[config.mk]
export PLATFORM = sky130hd
export DESIGN_NAME = enc_aux_ctrl
export DESIGN_NICKNAME = d
export VERILOG_FILES = /design/src/logic/enc_aux_pkg.sv /design/src/logic/pin_sync.sv /design/src/logic/enc_aux_ctrl.sv
export SDC_FILE = /design/constraint.sdc
export NUM_CORES = 1
export LEC_CHECK = 0
export BUFFER_PORTS_ARGS = -buffer_cell sky130_fd_sc_hd__buf_2
export CAP_MARGIN = 10
export CORE_ASPECT_RATIO = 1.75
export CORE_MARGIN = 4
export CORE_UTILIZATION = 55
export CTS_BUF_LIST = sky130_fd_sc_hd__clkbuf_16
export DETAILED_ROUTE_END_ITERATION = 7
export PLACE_DENSITY = 0.73
export SYNTH_ARGS = -nofsm -noshare
export SYNTH_HDL_FRONTEND = slang
export SYNTH_HIERARCHICAL = 1
export SYNTH_SLANG_ARGS = --single-unit
[constraint.sdc]
create_clock -name ref_clk -period 1.7 [get_ports ref_clk]
set_clock_uncertainty 0.2 [all_clocks]
set_input_delay 0.34 -clock ref_clk [delete_from_list [all_inputs] [get_ports ref_clk]]
set_output_delay 0.34 -clock ref_clk [all_outputs]
set_load 0.05 [all_outputs]
[src/logic/enc_aux_pkg.sv]
// Purpose: Shared constants and carrier types for the encoder auxiliary control
// Assumes: 50 MHz reference clock
// Notes: Times are kept in their printed unit; cycle counts derive from them
package enc_aux_pkg;
    localparam int CLK_HZ = 50_000_000;
    localparam int FILT_US = 1_000;         // Zero-line filter time, 1 ms
    localparam int MIN_PULSE_US = 10_000;   // Least zero pulse, 10 ms
    localparam int PRESET_TO_US = 14_000;   // Timeout after zero signal, 14 ms
    localparam int PRESET_BUSY_US = 15_000; // Processing after preset, 15 ms
    localparam int DIR_RESP_US = 1_000;     // Direction response, 1 ms
    localparam int POWERON_US = 150_000;    // Power-on settle, 150 ms
    localparam int MONOFLOP_NS = 15_000;    // Monoflop, 15 us longest
    localparam longint CYC_PER_MS = CLK_HZ / 1000;
    localparam int FILT_CYC = int'((longint'(FILT_US) * CYC_PER_MS + 999) / 1000);
    localparam int MIN_PULSE_CYC = int'((longint'(MIN_PULSE_US) * CYC_PER_MS + 999) / 1000);
    localparam int PRESET_TO_CYC = int'((longint'(PRESET_TO_US) * CYC_PER_MS + 999) / 1000);
    localparam int PRESET_BUSY_CYC = int'((longint'(PRESET_BUSY_US) * CYC_PER_MS + 999) / 1000);
    localparam int DIR_RESP_CYC = int'((longint'(DIR_RESP_US) * CYC_PER_MS) / 1000);
    localparam int POWERON_CYC = int'((longint'(POWERON_US) * CYC_PER_MS + 999) / 1000);
    localparam int MONOFLOP_CYC = int'((longint'(MONOFLOP_NS) * CYC_PER_MS) / 1_000_000);
    localparam int POS_W = 14;
    localparam logic [POS_W-1:0] PRESET_DEFAULT = 14'h0000;
    localparam int CNT_W = 24;

    // Fault sources gathered together
    typedef struct packed {
        logic sense_err;
        logic light_err;
        logic temp_err;
    } fault_type;

    // Position word and its valid flag toward the serial link
    typedef struct packed {
        logic [POS_W-1:0] pos;
        logic valid;
    } pos_out_type;
endpackage

[src/logic/pin_sync.sv]
// Purpose: Three-stage pin synchroniser with agreement of stages two and three
// Assumes: Single clock domain
// Notes: The first stage feeds only the second
`timescale 1ns/1ps
module pin_sync import enc_aux_pkg::*; (
    input wire logic clk,       // Clock
    input wire logic rst_n,     // Synchronised reset
    input wire logic pin,       // Asynchronous pin
    output logic level          // Accepted level
);
    typedef struct packed {
        logic s1;
        logic s2;
        logic s3;
        logic lvl;
    } sync_state_type;
    sync_state_type st_r, st_nxt;

    // Shift chain; level moves only when stages two and three agree
    always_comb begin
        st_nxt = st_r;
        st_nxt.s1 = pin;
        st_nxt.s2 = st_r.s1;
        st_nxt.s3 = st_r.s2;
        if (st_r.s2 == st_r.s3) begin
            st_nxt.lvl = st_r.s3;
        end
    end

    always_ff @(posedge clk or negedge rst_n) begin
        if (!rst_n) begin
            st_r <= '0;
        end else begin
            st_r <= st_nxt;
        end
    end

    assign level = st_r.lvl;
endmodule // pin_sync

[src/logic/enc_aux_ctrl.sv]
// Purpose: Zero-position, direction and status control of an absolute encoder
// Assumes: Power-on reset on rst_n; raw position supplied by the sensing logic
// Notes: Serial framing is outside; this block only holds the monoflop data
//        Direction errors and latched faults clear only on power-on reset
//        Changes on the direction pin during power-on settle are not errors
// Behaviour
// - High zero input loads position as zero
// - Push button triggers the same preset
// - Preset value is a manufacture constant
// - About 1 ms filtering on zero line
// - 14 ms timeout after zero signal
// - 15 ms processing before position valid
// - Status low during post-preset processing
// - Fault-free: LED off, status high
// - Sensing, light, temperature faults pull status
// - Serial mode fault latched until power cycle
// - Clockwise default, direction high counterclockwise
// - Manufacture option inverts direction polarity
// - Direction change acted on within 1 ms
// - Direction change while powered flags error
// - 150 ms power-on before position valid
// - Read within monoflop repeats same data
`timescale 1ns/1ps
module enc_aux_ctrl import enc_aux_pkg::*; #(
    parameter logic [POS_W-1:0] PRESET_VALUE = PRESET_DEFAULT, // Manufacture preset
    parameter bit DIR_INVERT = 1'b0,                           // Manufacture inversion
    parameter int MIN_PULSE = MIN_PULSE_CYC,                   // Least zero pulse cycles
    parameter int PRESET_TO = PRESET_TO_CYC,                   // Zero timeout cycles
    parameter int PRESET_BUSY = PRESET_BUSY_CYC,               // Preset busy cycles
    parameter int POWERON = POWERON_CYC                        // Power-on settle cycles
) (
    input wire logic ref_clk,           // 50 MHz clock
    input wire logic rst_n,             // Power-on reset, active low
    input wire logic zero_pin,          // Zero-position input, active high
    input wire logic zero_button,       // Push button, active high
    input wire logic dir_pin,           // Direction select input
    input wire logic serial_sync_mode,  // High in serial-synchronous mode
    input wire fault_type faults,       // Fault sources, same clock
    input wire logic [POS_W-1:0] raw_pos, // Raw clockwise shaft position
    input wire logic read_start,        // Serial read start pulse
    output pos_out_type pos_out,        // Position held for the read
    output logic status_o,              // Status pin driven level (always low)
    output logic status_oe_n,           // Status enable, low pulls the line low
    output logic led_on,                // Fault LED
    output logic ccw_active,            // Counting counterclockwise
    output logic preset_busy            // Preset in progress
);
    // Direction filter leaves room for the sync stages and the output flop,
    // so the whole path from pin to counting sense stays inside the response time
    localparam int DIR_DLY = (DIR_RESP_CYC > 9) ? DIR_RESP_CYC - 8 : 1;
    // Busy covers the longer of timeout and processing time
    localparam int BUSY_LEN = (PRESET_BUSY > PRESET_TO) ? PRESET_BUSY : PRESET_TO;

    // Refuse counts the counters cannot hold; the hold test needs two cycles
    if (MIN_PULSE < 2 || PRESET_TO < 1 || PRESET_BUSY < 1 || POWERON < 1
        || MIN_PULSE >= (1 << CNT_W) || POWERON >= (1 << CNT_W)
        || BUSY_LEN >= (1 << CNT_W)) begin : g_bad_timing
        $error("enc_aux_ctrl: timing parameters out of range");
    end

    // True once a counter started at zero has spent n cycles
    function automatic logic reached(input logic [CNT_W-1:0] cnt, input int n);
        return cnt >= CNT_W'(n - 1);
    endfunction

    // Counter step, kept at the counter width
    function automatic logic [CNT_W-1:0] step(input logic [CNT_W-1:0] cnt);
        return cnt + 1'b1;
    endfunction

    // Zero request sequence
    typedef enum logic [1:0] {Z_IDLE, Z_HOLD, Z_BUSY, Z_WAIT_LOW} zstate_type;

    // All state in one word so reset and update stay in step
    typedef struct packed {
        logic rs1;
        logic rs2;
        zstate_type zst;
        logic [CNT_W-1:0] zcnt;
        logic [CNT_W-1:0] pcnt;
        logic powered;
        logic [POS_W-1:0] offset;
        logic dir_ref;
        logic ccw;
        logic [CNT_W-1:0] dcnt;
        logic dir_err;
        logic fault_lat;
        logic [CNT_W-1:0] mcnt;
        pos_out_type po;
    } state_type;

    // Registered state and combinational helpers
    state_type st_r, st_nxt;
    logic zero_lvl, btn_lvl, dir_lvl, req;
    logic [POS_W-1:0] dir_pos, cur_pos;
    logic any_fault;

    // Pin synchronisers, held in reset until the internal release
    pin_sync u_zero (.clk(ref_clk), .rst_n(st_r.rs2), .pin(zero_pin), .level(zero_lvl));
    pin_sync u_btn (.clk(ref_clk), .rst_n(st_r.rs2), .pin(zero_button), .level(btn_lvl));
    pin_sync u_dir (.clk(ref_clk), .rst_n(st_r.rs2), .pin(dir_pin), .level(dir_lvl));

    // Request merge and position arithmetic
    assign req = zero_lvl | btn_lvl;
    assign any_fault = faults.sense_err | faults.light_err | faults.temp_err;
    assign dir_pos = st_r.ccw ? POS_W'(~raw_pos + 1'b1) : raw_pos;
    assign cur_pos = POS_W'(dir_pos - st_r.offset);

    // Next state of the whole block
    always_comb begin
        st_nxt = st_r;
        st_nxt.rs1 = 1'b1;
        st_nxt.rs2 = st_r.rs1;
        // Power-on settle
        if (!st_r.powered) begin
            if (reached(st_r.pcnt, POWERON)) begin
                st_nxt.powered = 1'b1;
            end else begin
                st_nxt.pcnt = step(st_r.pcnt);
            end
        end
        // Zero request: filtered, then held for the least pulse time
        case (st_r.zst)
            Z_IDLE: begin
                // Filter time is covered by the hold count
                st_nxt.zcnt = '0;
                if (req) begin
                    st_nxt.zst = Z_HOLD;
                end
            end
            Z_HOLD: begin
                // The idle cycle that saw the request is the first of the pulse
                if (!req) begin
                    st_nxt.zst = Z_IDLE; // Glitch dropped
                end else if (reached(st_r.zcnt, MIN_PULSE - 1)) begin
                    st_nxt.offset = dir_pos - PRESET_VALUE;
                    st_nxt.zcnt = '0;
                    st_nxt.zst = Z_BUSY;
                end else begin
                    st_nxt.zcnt = step(st_r.zcnt);
                end
            end
            Z_BUSY: begin
                if (reached(st_r.zcnt, BUSY_LEN)) begin
                    st_nxt.zst = Z_WAIT_LOW;
                end else begin
                    st_nxt.zcnt = step(st_r.zcnt);
                end
            end
            Z_WAIT_LOW: begin
                // A held level triggers once only
                if (!req) begin
                    st_nxt.zst = Z_IDLE;
                end
            end
            default: st_nxt.zst = Z_IDLE;
        endcase
        // Direction: tracked while settling, later changes are an error.
        // Tracking until settle ends lets a pin that idles high pass the
        // synchronisers without being taken for a change.
        if (!st_r.powered) begin
            st_nxt.dir_ref = dir_lvl;
            st_nxt.ccw = dir_lvl ^ DIR_INVERT;
            st_nxt.dcnt = '0;
        end else if (dir_lvl != st_r.dir_ref) begin
            if (reached(st_r.dcnt, DIR_DLY)) begin
                st_nxt.dir_ref = dir_lvl;
                st_nxt.ccw = dir_lvl ^ DIR_INVERT;
                st_nxt.dir_err = 1'b1;
                st_nxt.dcnt = '0;
            end else begin
                st_nxt.dcnt = step(st_r.dcnt);
            end
        end else begin
            st_nxt.dcnt = '0;
        end
        // Fault latch in serial-synchronous mode, cleared by power only
        // Outside that mode faults follow their sources
        if (serial_sync_mode && any_fault) begin
            st_nxt.fault_lat = 1'b1;
        end
        // Monoflop: a read inside the window repeats the held word
        // Each read restarts the window, so close reads keep one word
        if (st_r.mcnt != '0) begin
            st_nxt.mcnt = st_r.mcnt - 1'b1;
        end
        if (read_start) begin
            st_nxt.mcnt = CNT_W'(MONOFLOP_CYC);
            if (st_r.mcnt == '0) begin
                st_nxt.po.pos = cur_pos;
            end
        end
        // Valid drops on the edge busy rises, so no read in the preset sees it
        st_nxt.po.valid = st_r.powered && (st_nxt.zst != Z_BUSY);
        // All but the release chain waits for the synchronised reset,
        // so counters and pin filters start on the same edge
        if (!st_r.rs2) begin
            st_nxt = '0;
            st_nxt.rs1 = 1'b1;
            st_nxt.rs2 = st_r.rs1;
        end
    end

    // State register; the async reset only clears, never loads data
    always_ff @(posedge ref_clk or negedge rst_n) begin
        if (!rst_n) begin
            st_r <= '0;
        end else begin
            st_r <= st_nxt;
        end
    end

    // Status pin: open drain, low whenever preset busy or any fault.
    // The drive value is fixed low and only the enable moves,
    // so the line never fights the external pull-up.
    assign status_o = 1'b0;
    assign status_oe_n = ~((st_r.zst == Z_BUSY) | any_fault | st_r.fault_lat
        | st_r.dir_err);
    assign led_on = any_fault | st_r.fault_lat | st_r.dir_err;
    assign pos_out = st_r.po;
    assign ccw_active = st_r.ccw;
    assign preset_busy = (st_r.zst == Z_BUSY);
endmodule // enc_aux_ctrl

==> run_results.csv <==
group,metric,value,unit
floorplan,rows,58,
synth,ys_warn_count,6,
route,postRouteAntennaNets,0,
clocking,cts-root-buf,"clkbuf_16",
layout,drive_gt1_share,51.3,%
clocking,tritoncts,"built",
grt,grt_pass1_wl,44100,um
power,power,0.0110,W
hold_path,min_path_type,"in2reg",
worst_setup_path,cp_max_fo,3,
flow_run,max-cap-violations,0,
route,wl,36400,um
grt,grt_pass1_vias,8995,
placed_design,io_buffers,42,
sta,slew_headroom,49.1,%
route,drt-initial-drc-count,981,
sta,hold_violations,0,
power,leakagePower,5.76,nW
worst_setup_path,cpPeakStageDelay,0.57,ns
route,viasPerCell,6.81,
clocking,h-tree-depth,4,
sta,fin_crit_sh,170,%
worst_setup_path,critPathArrivalTime,3.03,ns
grt,antenna_found_initial,1,
synth,ys_seq_elements,145,
sta,finalSetupViolCount,126,
layout,final_nets,1233,
synth,synth_area,7980,um2
synth,ys_seq_area_share,45.5,%
grt,grt_use_total,33.2,%
placed_design,place_congestion,0.910,
floorplan,chipHeight,167,um
status,status,"complete, but fails checks",
clocking,cts_sinks,145,
sta,final.setup.tns,-88.20,ns
grt,grt_overflow_total,0,
floorplan,core,14300,um2
route,vias,9390,
sta,tightest_slew,0.756,ns
floorplan,start_util,55.8,%
worst_setup_path,path_class,"in2reg",
layout,antenna_cells,0,
power,peakVddDrop,0.000891,V
floorplan,dieArea,16600,um2
clocking,cts_made_buffers,17,
layout,postLayoutCoreUtil,91.4,%
clocking,clockBufferDepth,2,
placed_design,dp_hpwl,16300,um
route,detail_route.wl_per_cell,26.4,um
worst_setup_path,ff2ff_setup_slack,-1.00,ns
synth,synth_cells,866,
worst_setup_path,end_kind,"register",
grt,grt_start_max_net_pins,45,
floorplan,io_pins,44,
route,drc_errors,0,
synth,synth_ff_type,"dfrtp_1",
worst_setup_path,crit_slowest_cell,"or3_2",
worst_setup_path,start_kind,"input port",
synth,synth_edf_count,0,
status,violations,"negative setup slack",
worst_setup_path,critical-path-top-delay-family,"simple AND/OR/NAND/NOR gates",
route,drt_pass1_iterations,6,
sta,fin_crit,2.89,ns
worst_setup_path,critPathBufInv,1,
clocking,clock_latency,0.44,ns
synth,postSynthAreaPerCell,9.21,um2
sta,max_clock_freq,0.346,GHz
worst_setup_path,cp_cell_sequence,"buf_2 > or3_2 > or2_4 > o31a_1 > xor2_1 > ha_1 > nand2_2 > nor2_4 > nand3_1 > o211ai_1 > o21ai_0 > a31oi_1",
synth,async_flop_share,100,%
power,powerDensity,839,nW/um2
worst_setup_path,required,1.84,ns
sta,report.final.slew_viol_count,0,
sta,setup_ws,-1.19,ns
synth,ys_types,72,
layout,syn_to_final_growth,63.7,%
sta,rsz0062_at_grt,"yes",
clocking,path_clk_slew,0.06,ns
floorplan,die_w,99.1,um
layer usage:
| metal | GRT usage [%] | part of all wire [%] | wire length [um] |
|---|---|---|---|
| met5 | 0 | 0 | 0 |
| met4 | 21.2 | 10 | 3740 |
| met3 | 5.54 | 8.6 | 3150 |
| met2 | 59.3 | 50 | 18200 |
| met1 | 35.3 | 31 | 11400 |
synth_stat cells, types with 15 or more instances:
master	count	area [um2]
nor3_1	28	140
inv_1	32	120
ha_1	23	288
o31ai_1	15	113
xnor2_1	36	315
xor2_1	26	228
nor2_1	117	439
buf_4	16	120
a21oi_1	48	240
o21ai_0	43	215
dfrtp_1	145	3630
nand3_1	29	145
nand2_1	69	259
clkbuf_1	30	113
what timing repair did:
item,4_1_cts,5_1_grt
setup endpoints to repair,125,126
hold buffers,6,0
endpoints found under the hold margin,138,0
resized for setup,162,160
buffers inserted,47,21
gates cloned,3,4
pin swaps,54,74
metrics by stage:
step	setup slack (ns)	hold WS, ns	instances	instance area, um2
floorplan	-1.19	-0.156	874	8580
global placement	-1.41	0.0172	1275	10400
detailed placement	-1.42	0.0169	1275	10400
CTS	-0.931	0.0764	1357	12100
global route	-1.28	0.148	1378	13100
finish	-1.19	0.120	1378	13100
cells by family (layout without fill, tap and decap cells):
group,count (synthesis),count (layout),synth area share [%]
AND/OR/NAND/NOR,361,362,23.1
other,2,10,0.0941
flip-flops,145,145,45.5
adder cells (fa/ha/maj),27,27,4.28
AO/OA/AOI/OAI,180,180,14.8
buffers and inverters,83,406,4.69
XOR/XNOR,62,62,6.81
multiplexers,6,6,0.753
final cells by class:
cell class	count	area (um2)
multi-input combinational	647	5570
sequential	145	3630
timing repair buffer	341	2890
fill	492	1230
clock buffer	17	425
tap	180	225
clock inverter	15	186
inverter	33	134
tightest hold or removal path, delay by kind of cell:
kind / cells / cell delay, ns
AOI/OAI and AO/OA: 1 / 0.09
buffers and inverters: 1 / 0.07
and+or+nand+nor: 2 / 0.21
path summary, 6_finish.rpt:
kind	start	endpoint	cells after the start
setup / recovery	raw_pos[1]	pos_out[14]$_DFFE_PN0P_	12
hold / removal	faults[0]	st_r[39]$_DFFE_PN0P_	4
setup reg to reg	st_r[66]$_DFFE_PN0P_	pos_out[13]$_DFFE_PN0P_	12
hold reg to reg	u_dir/st_nxt[2]$_DFF_PN0_	u_dir/st_nxt[1]$_DFF_PN0_	0
max in group asynchronous	rst_n	st_r[41]$_DFF_PN0_	3
min in group asynchronous	rst_n	st_r[110]$_DFFE_PN0P_	2
power breakdown:
| part | internal [W] | switching (W) | total, W |
|---|---|---|---|
| Combinational | 0.00151 | 0.00182 | 0.00332 |
| Clock | 0.00224 | 0.00178 | 0.00402 |
| Sequential | 0.00354 | 0.0000773 | 0.00361 |
| Total | 0.00729 | 0.00367 | 0.0110 |
state kept, by name, summed over array words and instances (netlist names), 2 cells and up:
signal         count
pos_out           15
u_dir/st_nxt       2
st_r             118
u_zero/st_nxt      2
u_btn/st_nxt       2
layout by cell type (no fill, tap or decap), types with 14 or more instances in the layout:
cell         n
dfrtp_1    143
nor3_4      14
inv_1       27
nor2_4      23
clkbuf_16   19
xnor2_1     29
buf_2       35
nand2_1     59
buf_6       46
nor2_1      82
o21ai_2     16
a21oi_1     16
buf_4      233
xor2_1      25
a21oi_2     26
o21ai_1     18
nand3_1     22
Note: power is estimated with default switching activity, not from simulation.
